## src/logic/ddsrs_pkg.sv

```systemverilog
// shared constants and types for the dds register select and square output ends
package ddsrs_pkg;
    localparam int FREQ_W      = 28;
    localparam int PHASE_W     = 12;
    localparam int CTRL_W      = 16;
    // control word bit positions
    localparam int CB_FREQ_CHOICE_BIT     = 11;
    localparam int CB_PSEL     = 10;
    localparam int CB_PINSW    = 9;
    localparam int CB_OPEN     = 5;
    localparam int CB_SRC      = 4;
    localparam int CB_DIV      = 3;
    localparam int CB_RSVD_HI  = 2;
    localparam int CB_MODE     = 1;
    localparam int CB_RSVD_LO  = 0;
    localparam logic [CTRL_W-1:0]  CTRL_RST  = 16'h0000;
    localparam logic [FREQ_W-1:0]  FREQ_RST  = 28'h0000000;
    localparam logic [PHASE_W-1:0] PHASE_RST = 12'h000;
    // load select codes on the host side write strobe
    typedef enum logic [2:0] {
        DDSRS_LD_CTRL,
        DDSRS_LD_F0,
        DDSRS_LD_F1,
        DDSRS_LD_P0,
        DDSRS_LD_P1
    } ddsrs_ld_t;
endpackage

```

## src/logic/ddsrs_if.sv

```systemverilog
// link between the host and the dds select/output device
`timescale 1ns/1ps
`default_nettype none
interface ddsrs_if;
    logic                            wr_en;        // one-cycle load strobe
    ddsrs_pkg::ddsrs_ld_t            wr_sel;       // which word is loaded
    logic [ddsrs_pkg::FREQ_W-1:0]    wr_data;      // load data, low bits used
    logic                            freq_choice_pin;
    logic                            phase_choice_pin;
    logic                            sq_out;       // square pin data
    logic                            sq_oe;        // square pin output enable
    logic                            sq_pin;       // resolved pin level
    assign sq_pin = sq_oe ? sq_out : 1'b0;
    modport host (
        output wr_en, wr_sel, wr_data, freq_choice_pin, phase_choice_pin,
        input  sq_pin
    );
    modport device (
        input  wr_en, wr_sel, wr_data, freq_choice_pin, phase_choice_pin,
        output sq_out, sq_oe
    );
endinterface
`default_nettype wire

```

## src/logic/ddsrs_device.sv

```systemverilog
// device end: word store, select, accumulator, square output control
`timescale 1ns/1ps
`default_nettype none
module ddsrs_device (
    input  wire logic                          sys_clk_i,     // master clock
    input  wire logic                          arst_n_i,      // async reset, low
    ddsrs_if.device                            link,          // host link
    input  wire logic                          comparator_i,  // on-chip comparator result
    output var  logic [ddsrs_pkg::PHASE_W-1:0] dac_code_o,    // dac amplitude code
    output var  logic                          mode_o,        // 1 triangle, 0 sine
    output var  logic [ddsrs_pkg::PHASE_W-1:0] phase_o        // offset phase
);
    // offset adds onto the top phase bits of the accumulator
    localparam int ACC_LSB = ddsrs_pkg::FREQ_W - ddsrs_pkg::PHASE_W;

    // one register image for the device, apart from the select pin samplers fpin_s and ppin_s
    typedef struct packed {
        logic [ddsrs_pkg::CTRL_W-1:0]  ctrl;
        logic [ddsrs_pkg::FREQ_W-1:0]  f0;
        logic [ddsrs_pkg::FREQ_W-1:0]  f1;
        logic [ddsrs_pkg::PHASE_W-1:0] p0;
        logic [ddsrs_pkg::PHASE_W-1:0] p1;
        logic [ddsrs_pkg::FREQ_W-1:0]  acc;
        logic [ddsrs_pkg::PHASE_W-1:0] ph;
        logic [ddsrs_pkg::PHASE_W-1:0] dac;
        logic                          msb_prev;
        logic                          half;
        logic                          sq;
        logic                          oe;
    } ddsrs_dev_t;

    ddsrs_dev_t st;
    ddsrs_dev_t next_st;
    logic       fpin_s;
    logic       ppin_s;

    // triangle from phase: rise on first half, fall on second
    function automatic logic [ddsrs_pkg::PHASE_W-1:0] tri_wave(
        input logic [ddsrs_pkg::PHASE_W-1:0] p
    );
        logic [ddsrs_pkg::PHASE_W-1:0] r;
        r = p[ddsrs_pkg::PHASE_W-1] ? ~p : p;
        return {r[ddsrs_pkg::PHASE_W-2:0], 1'b0};
    endfunction

    // sine lookup: half-wave parabola approximation
    function automatic logic [ddsrs_pkg::PHASE_W-1:0] sine_lookup(
        input logic [ddsrs_pkg::PHASE_W-1:0] p
    );
        logic [ddsrs_pkg::PHASE_W-2:0]   x;
        logic [2*ddsrs_pkg::PHASE_W-3:0] sq2;
        logic [ddsrs_pkg::PHASE_W-2:0]   m;
        x   = p[ddsrs_pkg::PHASE_W-2:0];
        sq2 = {{(ddsrs_pkg::PHASE_W-1){1'b0}}, x} * {{(ddsrs_pkg::PHASE_W-1){1'b0}}, x};
        m   = x - sq2[2*ddsrs_pkg::PHASE_W-3:ddsrs_pkg::PHASE_W-1];
        m   = {m[ddsrs_pkg::PHASE_W-3:0], 1'b0};
        // zero phase gives midscale; second half mirrors below it
        return p[ddsrs_pkg::PHASE_W-1] ? {1'b0, ~m} : {1'b1, m};
    endfunction

    // active select: pin level in pin mode, else the control bit
    function automatic logic pick_sel(
        input logic pin_mode,
        input logic pin_lvl,
        input logic ctrl_bit
    );
        return pin_mode ? pin_lvl : ctrl_bit;
    endfunction

    // =========================================================
    // select pin sampling on the falling clock edge
    // a change right at this edge may act one cycle later
    always_ff @(negedge sys_clk_i or negedge arst_n_i) begin
        if (!arst_n_i) begin
            fpin_s <= 1'b0;
            ppin_s <= 1'b0;
        end else begin
            fpin_s <= link.freq_choice_pin;
            ppin_s <= link.phase_choice_pin;
        end
    end

    // =========================================================
    // next state
    always_comb begin
        logic                          freq_choice_bit;
        logic                          psel;
        logic [ddsrs_pkg::FREQ_W-1:0]  fword;
        logic [ddsrs_pkg::PHASE_W-1:0] poff;
        logic                          msb;
        logic                          dig;

        freq_choice_bit    = 1'b0;
        psel    = 1'b0;
        fword   = '0;
        poff    = '0;
        msb     = 1'b0;
        dig     = 1'b0;
        next_st = st;

        // =========================================================
        // word loads from the host
        if (link.wr_en) begin
            unique case (link.wr_sel)
                ddsrs_pkg::DDSRS_LD_CTRL: next_st.ctrl = link.wr_data[ddsrs_pkg::CTRL_W-1:0];
                ddsrs_pkg::DDSRS_LD_F0:   next_st.f0 = link.wr_data;
                ddsrs_pkg::DDSRS_LD_F1:   next_st.f1 = link.wr_data;
                ddsrs_pkg::DDSRS_LD_P0: begin
                    next_st.p0 = link.wr_data[ddsrs_pkg::PHASE_W-1:0];
                end
                ddsrs_pkg::DDSRS_LD_P1: begin
                    next_st.p1 = link.wr_data[ddsrs_pkg::PHASE_W-1:0];
                end
                default: ;
            endcase
        end

        // =========================================================
        // pins or control bits govern selection
        freq_choice_bit  = pick_sel(st.ctrl[ddsrs_pkg::CB_PINSW], fpin_s, st.ctrl[ddsrs_pkg::CB_FREQ_CHOICE_BIT]);
        psel  = pick_sel(st.ctrl[ddsrs_pkg::CB_PINSW], ppin_s, st.ctrl[ddsrs_pkg::CB_PSEL]);
        fword = freq_choice_bit ? st.f1 : st.f0;
        poff  = psel ? st.p1 : st.p0;

        // =========================================================
        // phase accumulator and offset
        next_st.acc = st.acc + fword;
        next_st.ph  = st.acc[ddsrs_pkg::FREQ_W-1:ACC_LSB] + poff;

        // =========================================================
        // phase to amplitude
        if (st.ctrl[ddsrs_pkg::CB_MODE]) begin
            next_st.dac = tri_wave(st.ph);
        end else begin
            next_st.dac = sine_lookup(st.ph);
        end

        // =========================================================
        // halved msb toggles on each msb rising edge
        // divider phase is free running, not aligned to control loads
        msb = st.dac[ddsrs_pkg::PHASE_W-1];
        next_st.msb_prev = msb;
        if (msb && !st.msb_prev) begin
            next_st.half = ~st.half;
        end

        // =========================================================
        // square output source and divide
        dig = st.ctrl[ddsrs_pkg::CB_DIV] ? msb : st.half;
        next_st.sq = st.ctrl[ddsrs_pkg::CB_SRC] ? comparator_i : dig;
        // released pin reads low on the link
        next_st.oe = st.ctrl[ddsrs_pkg::CB_OPEN];
    end

    // =========================================================
    // state register
    always_ff @(posedge sys_clk_i or negedge arst_n_i) begin
        if (!arst_n_i) begin
            // pin mode starts off, so the control bits select first
            st.ctrl     <= ddsrs_pkg::CTRL_RST;
            st.f0       <= ddsrs_pkg::FREQ_RST;
            st.f1       <= ddsrs_pkg::FREQ_RST;
            st.p0       <= ddsrs_pkg::PHASE_RST;
            st.p1       <= ddsrs_pkg::PHASE_RST;
            st.acc      <= ddsrs_pkg::FREQ_RST;
            st.ph       <= ddsrs_pkg::PHASE_RST;
            st.dac      <= ddsrs_pkg::PHASE_RST;
            st.msb_prev <= 1'b0;
            st.half     <= 1'b0;
            st.sq       <= 1'b0;
            st.oe       <= 1'b0;
        end else begin
            st <= next_st;
        end
    end

    // =========================================================
    // outputs straight from registers
    assign link.sq_out = st.sq;
    assign link.sq_oe  = st.oe;
    assign dac_code_o  = st.dac;
    assign mode_o      = st.ctrl[ddsrs_pkg::CB_MODE];
    assign phase_o     = st.ph;
endmodule
`default_nettype wire

```

## src/flat_wrapper.sv

```systemverilog
// flat-port wrapper written by rule: the top's interface ports become plain ports
module ddsrs_device_flat 
  (sys_clk_i, arst_n_i, comparator_i, dac_code_o, mode_o, phase_o, link_wr_en, link_wr_sel, link_wr_data, link_freq_choice_pin, link_phase_choice_pin, link_sq_out, link_sq_oe);
  ddsrs_if link_i ();
  input  wire logic sys_clk_i;
  input  wire logic arst_n_i;
  input  wire logic comparator_i;
  output var  logic [ddsrs_pkg::PHASE_W-1:0] dac_code_o;
  output var  logic mode_o;
  output var  logic [ddsrs_pkg::PHASE_W-1:0] phase_o;
  input wire logic [$bits(link_i.wr_en)-1:0] link_wr_en;
  input wire logic [$bits(link_i.wr_sel)-1:0] link_wr_sel;
  input wire logic [$bits(link_i.wr_data)-1:0] link_wr_data;
  input wire logic [$bits(link_i.freq_choice_pin)-1:0] link_freq_choice_pin;
  input wire logic [$bits(link_i.phase_choice_pin)-1:0] link_phase_choice_pin;
  output wire logic [$bits(link_i.sq_out)-1:0] link_sq_out;
  output wire logic [$bits(link_i.sq_oe)-1:0] link_sq_oe;
  assign link_i.wr_en = link_wr_en;
  assign link_i.wr_sel = link_wr_sel;
  assign link_i.wr_data = link_wr_data;
  assign link_i.freq_choice_pin = link_freq_choice_pin;
  assign link_i.phase_choice_pin = link_phase_choice_pin;
  assign link_sq_out = link_i.sq_out;
  assign link_sq_oe = link_i.sq_oe;
  ddsrs_device u_core (.sys_clk_i(sys_clk_i), .arst_n_i(arst_n_i), .link(link_i), .comparator_i(comparator_i), .dac_code_o(dac_code_o), .mode_o(mode_o), .phase_o(phase_o));
endmodule
```

## config.mk

```make
export PLATFORM = sky130hd
export DESIGN_NAME = ddsrs_device_flat
export DESIGN_NICKNAME = d
export VERILOG_FILES = /design/src/logic/ddsrs_pkg.sv /design/src/logic/ddsrs_if.sv /design/src/logic/ddsrs_device.sv /design/src/flat_wrapper.sv
export SDC_FILE = /design/constraint.sdc
export NUM_CORES = 1
export LEC_CHECK = 0
export ABC_CLOCK_PERIOD_IN_PS = 14200
export BUFFER_PORTS_ARGS = -buffer_cell sky130_fd_sc_hd__buf_2
export CORE_MARGIN = 2
export CORE_UTILIZATION = 52
export CTS_CLUSTER_DIAMETER = 30
export DETAILED_ROUTE_END_ITERATION = 7
export HOLD_SLACK_MARGIN = 0.12
export PLACE_DENSITY = 0.75
export SYNTH_ARGS = -nofsm -noshare
export SYNTH_HDL_FRONTEND = slang
export SYNTH_SLANG_ARGS = --single-unit
export TNS_END_PERCENT = 50
```

## constraint.sdc

```tcl
create_clock -name sys_clk_i -period 14.2 [get_ports sys_clk_i]
set_input_delay 2.84 -clock sys_clk_i [delete_from_list [all_inputs] [get_ports sys_clk_i]]
set_output_delay 2.84 -clock sys_clk_i [all_outputs]
set_load 0.01 [all_outputs]
```

==> impl_metrics.env <==
export IMPL_status="completed"
export IMPL_globalplace_congestion=0.8121
export IMPL_syn_nets=1209
export IMPL_critPathMaxFanout=28
export IMPL_drc=0
export IMPL_finalMaxSlewViolations=0
export IMPL_hold_ws_ns=0.3697
export IMPL_wire_per_inst_um=16.15
export IMPL_crit_path_cell_trace="mux2i_4 > mux2_2 > ha_1 > fa_1 > a21o_1 > a21boi_0 > o211ai_1 > a41oi_1 > o22ai_1 > mux2i_1 > o311ai_0"
export IMPL_n_antenna_cell=0
export IMPL_start_util_pct=52.58
export IMPL_antenna_found_initial=0
export IMPL_crit_buf_inv=0
export IMPL_die_area_um2=22230
export IMPL_boundaryPins=64
export IMPL_overflow=0
export IMPL_num_rows=53
export IMPL_multi_input_area_um2=6618
export IMPL_finalClockSkew_ns=0.03024
export IMPL_met2_usage_pct=36.45
export IMPL_avgSynthCellArea_um2=10.85
export IMPL_grtUsageTotal_pct=20.79
export IMPL_grt_pass1_wl_um=36420
export IMPL_netlist_area_um2=10950
export IMPL_grt_busiest_layer="met2"
export IMPL_coreArea_um2=20820
export IMPL_fin_util_pct=57.49
export IMPL_drt_iter0_drc=311
export IMPL_cts_root_buf="clkbuf_16"
export IMPL_drive_gt1_share_pct=22.89
export IMPL_fillCellCount=1800
export IMPL_seq_area_um2=3628
export IMPL_synth_edf_count=0
export IMPL_setup_violations=0
export IMPL_postRouteAntennaNets=0
export IMPL_cts_setup_buffers=0
export IMPL_relSlewSlack_pct=22.27
export IMPL_worstSetupPathType="reg2reg"
export IMPL_vias_per_cell=5.437
export IMPL_synth_yosys_seq_area_share_pct=33.14
export IMPL_dp_hpwl_um=15910
export IMPL_grt_max_degree=89
export IMPL_synth_ff_type="dfrtp_1"
export IMPL_ys_ff_latch=145
export IMPL_cpPeakStageDelay_ns=0.85
export IMPL_arrival_ns=11.37
export IMPL_netlist_instances=1009
export IMPL_via_count=7242
export IMPL_startpoint_type="flop"
export IMPL_critPathTopFamily="multiplexers"
export IMPL_die_w_um=149.1
export IMPL_async_flop_share_pct=100.0
export IMPL_hold_buffers=0
export IMPL_insertion_delay_ns=0.43
export IMPL_synthTopCellsByArea="dfrtp_1 (33%), mux2_2 (13%), fa_1 (12%), ha_1 (11%), inv_1 (4.0%)"
export IMPL_yosysUniqueCellTypes=74
export IMPL_cap_violations=0
export IMPL_synthToLayoutAreaGrowth_pct=9.324
export IMPL_io_buffers=63
export IMPL_yosys_warnings=0
export IMPL_cts_made_buffers=17
export IMPL_synth_top_area_cell="dfrtp_1"
export IMPL_dr_pass1_iters=4
export IMPL_cts_resized=0
export IMPL_htreeDepth=4
export IMPL_clk_path_buf_depth=2
export IMPL_nets=1244
export IMPL_cts_tree="done"
export IMPL_wirelength_um=21510
export IMPL_tns_ns=0
export IMPL_grt_setup_unrepaired="no"
export IMPL_met1_usage_pct=26.10
export IMPL_synth_top_cell_area_share_pct=32.68
export IMPL_cpMaxStageDelayCell="mux2i_4"
export IMPL_grt_pass1_vias=7575
export IMPL_use_met3_pct=3.853
export IMPL_die_y_um=149.1
export IMPL_max_slew_worst_pin_slew_ns=1.142
export IMPL_setup_worst_path_end_class="flop"
export IMPL_hold_path_class="reg2reg"
export IMPL_worst_ep_required_time_ns=14.48
export IMPL_path_clk_slew_ns=0.06
export IMPL_clock_sinks=145
export IMPL_finalHoldViolations=0
## cell families after synthesis
group	count (synthesis)	share of synthesized area [%]
mux	137	14.09
simple gates	188	9.313
fa+ha+maj	163	23.01
compound gates	146	8.822
xor+xnor	60	4.925
flops	145	33.14
buf+inv	170	6.696
## worst register-to-register path, stage by stage, from the launching register on
cell	delay, ns
dfrtn_1	0.36
mux2i_4	0.85
mux2_2	0.43
ha_1	0.22
fa_1	0.41
a21o_1	0.18
a21boi_0	0.26
o211ai_1	0.17
a41oi_1	0.44
o22ai_1	0.21
mux2i_1	0.17
o311ai_0	0.15
## cells in the final DEF (no fill, tap or decap), drive strengths merged, types with 31 or more instances in the layout
master and count:
dfrtp 143, mux2 127, inv 120, ha 99, buf 68, fa 64
nand2 47, xnor2 46, a21oi 42, nor2 36, and2 34, o21ai 31
## per-stage QoR
stage	cells	setup slack, ns	cell area (um2)
5_1_grt	1332	2.882	11970
2_1_floorplan	1009	3.705	10950
4_1_cts	1332	3.117	11970
3_5_place_dp	1300	3.107	11390
3_3_place_gp	1300	3.276	11390
6_report	1332	3.116	11970
## sequential cells by signal (all words and copies together) (netlist names)
register            flops
u_core.phase_o         12
u_core.mode_o           1
u_core.next_st          1
u_core.link.sq_out      1
u_core.link.sq_oe       1
u_core.dac_code_o      12
u_core.fpin_s           1
u_core.st             115
u_core.ppin_s           1
## area by class of cell
class	count	share of cell area (%)
multi-input cells	694	55.28
repair buffers	68	3.000
flip-flops and latches	145	30.31
clock buffers	18	3.669
well taps	275	2.874
inverters	118	3.700
clock inverters	14	1.160
## worst paths after layout
check	from	endpoint	slack (ns)	cells past startpoint
setup / recovery	u_core.fpin_s$_DFF_NN0_	u_core.st[44]$_DFF_PN0_	3.12	11
hold / removal	u_core.next_st[0]$_DFFE_PN0P_	u_core.link.sq_oe$_DFF_PN0_	0.37	0
setup reg to reg	u_core.fpin_s$_DFF_NN0_	u_core.st[44]$_DFF_PN0_	3.12	11
hold reg to reg	u_core.next_st[0]$_DFFE_PN0P_	u_core.link.sq_oe$_DFF_PN0_	0.37	0
max in group asynchronous	arst_n_i	u_core.fpin_s$_DFF_NN0_	4.20	1
min in group asynchronous	arst_n_i	u_core.st[146]$_DFFE_PN0P_	2.47	1
## synthesized netlist by cell type (all sizes together) (8+ instances only)
master  count
nand3      13
ha         99
mux2      127
xnor2      46
mux2i      10
o21bai      8
nor3       15
o21ai      31
buf        31
inv       118
a21oi      42
nor2       36
dfrtp     143
nand2      47
xor2       13
a21o       15
and2       34
clkbuf     21
fa         64
## layer usage
| layer | wire (um) | vias to the layer above |
|---|---|---|
| li1 | - | 3498 |
| met1 | 9403 | 3589 |
| met2 | 10920 | 129 |
| met3 | 766 | 26 |
| met4 | 421 | 0 |
| met5 | 0 | - |
Power is left out: the tool's default activity adds up to more than one toggle a clock period on the data nets, which glitch-free logic cannot reach.
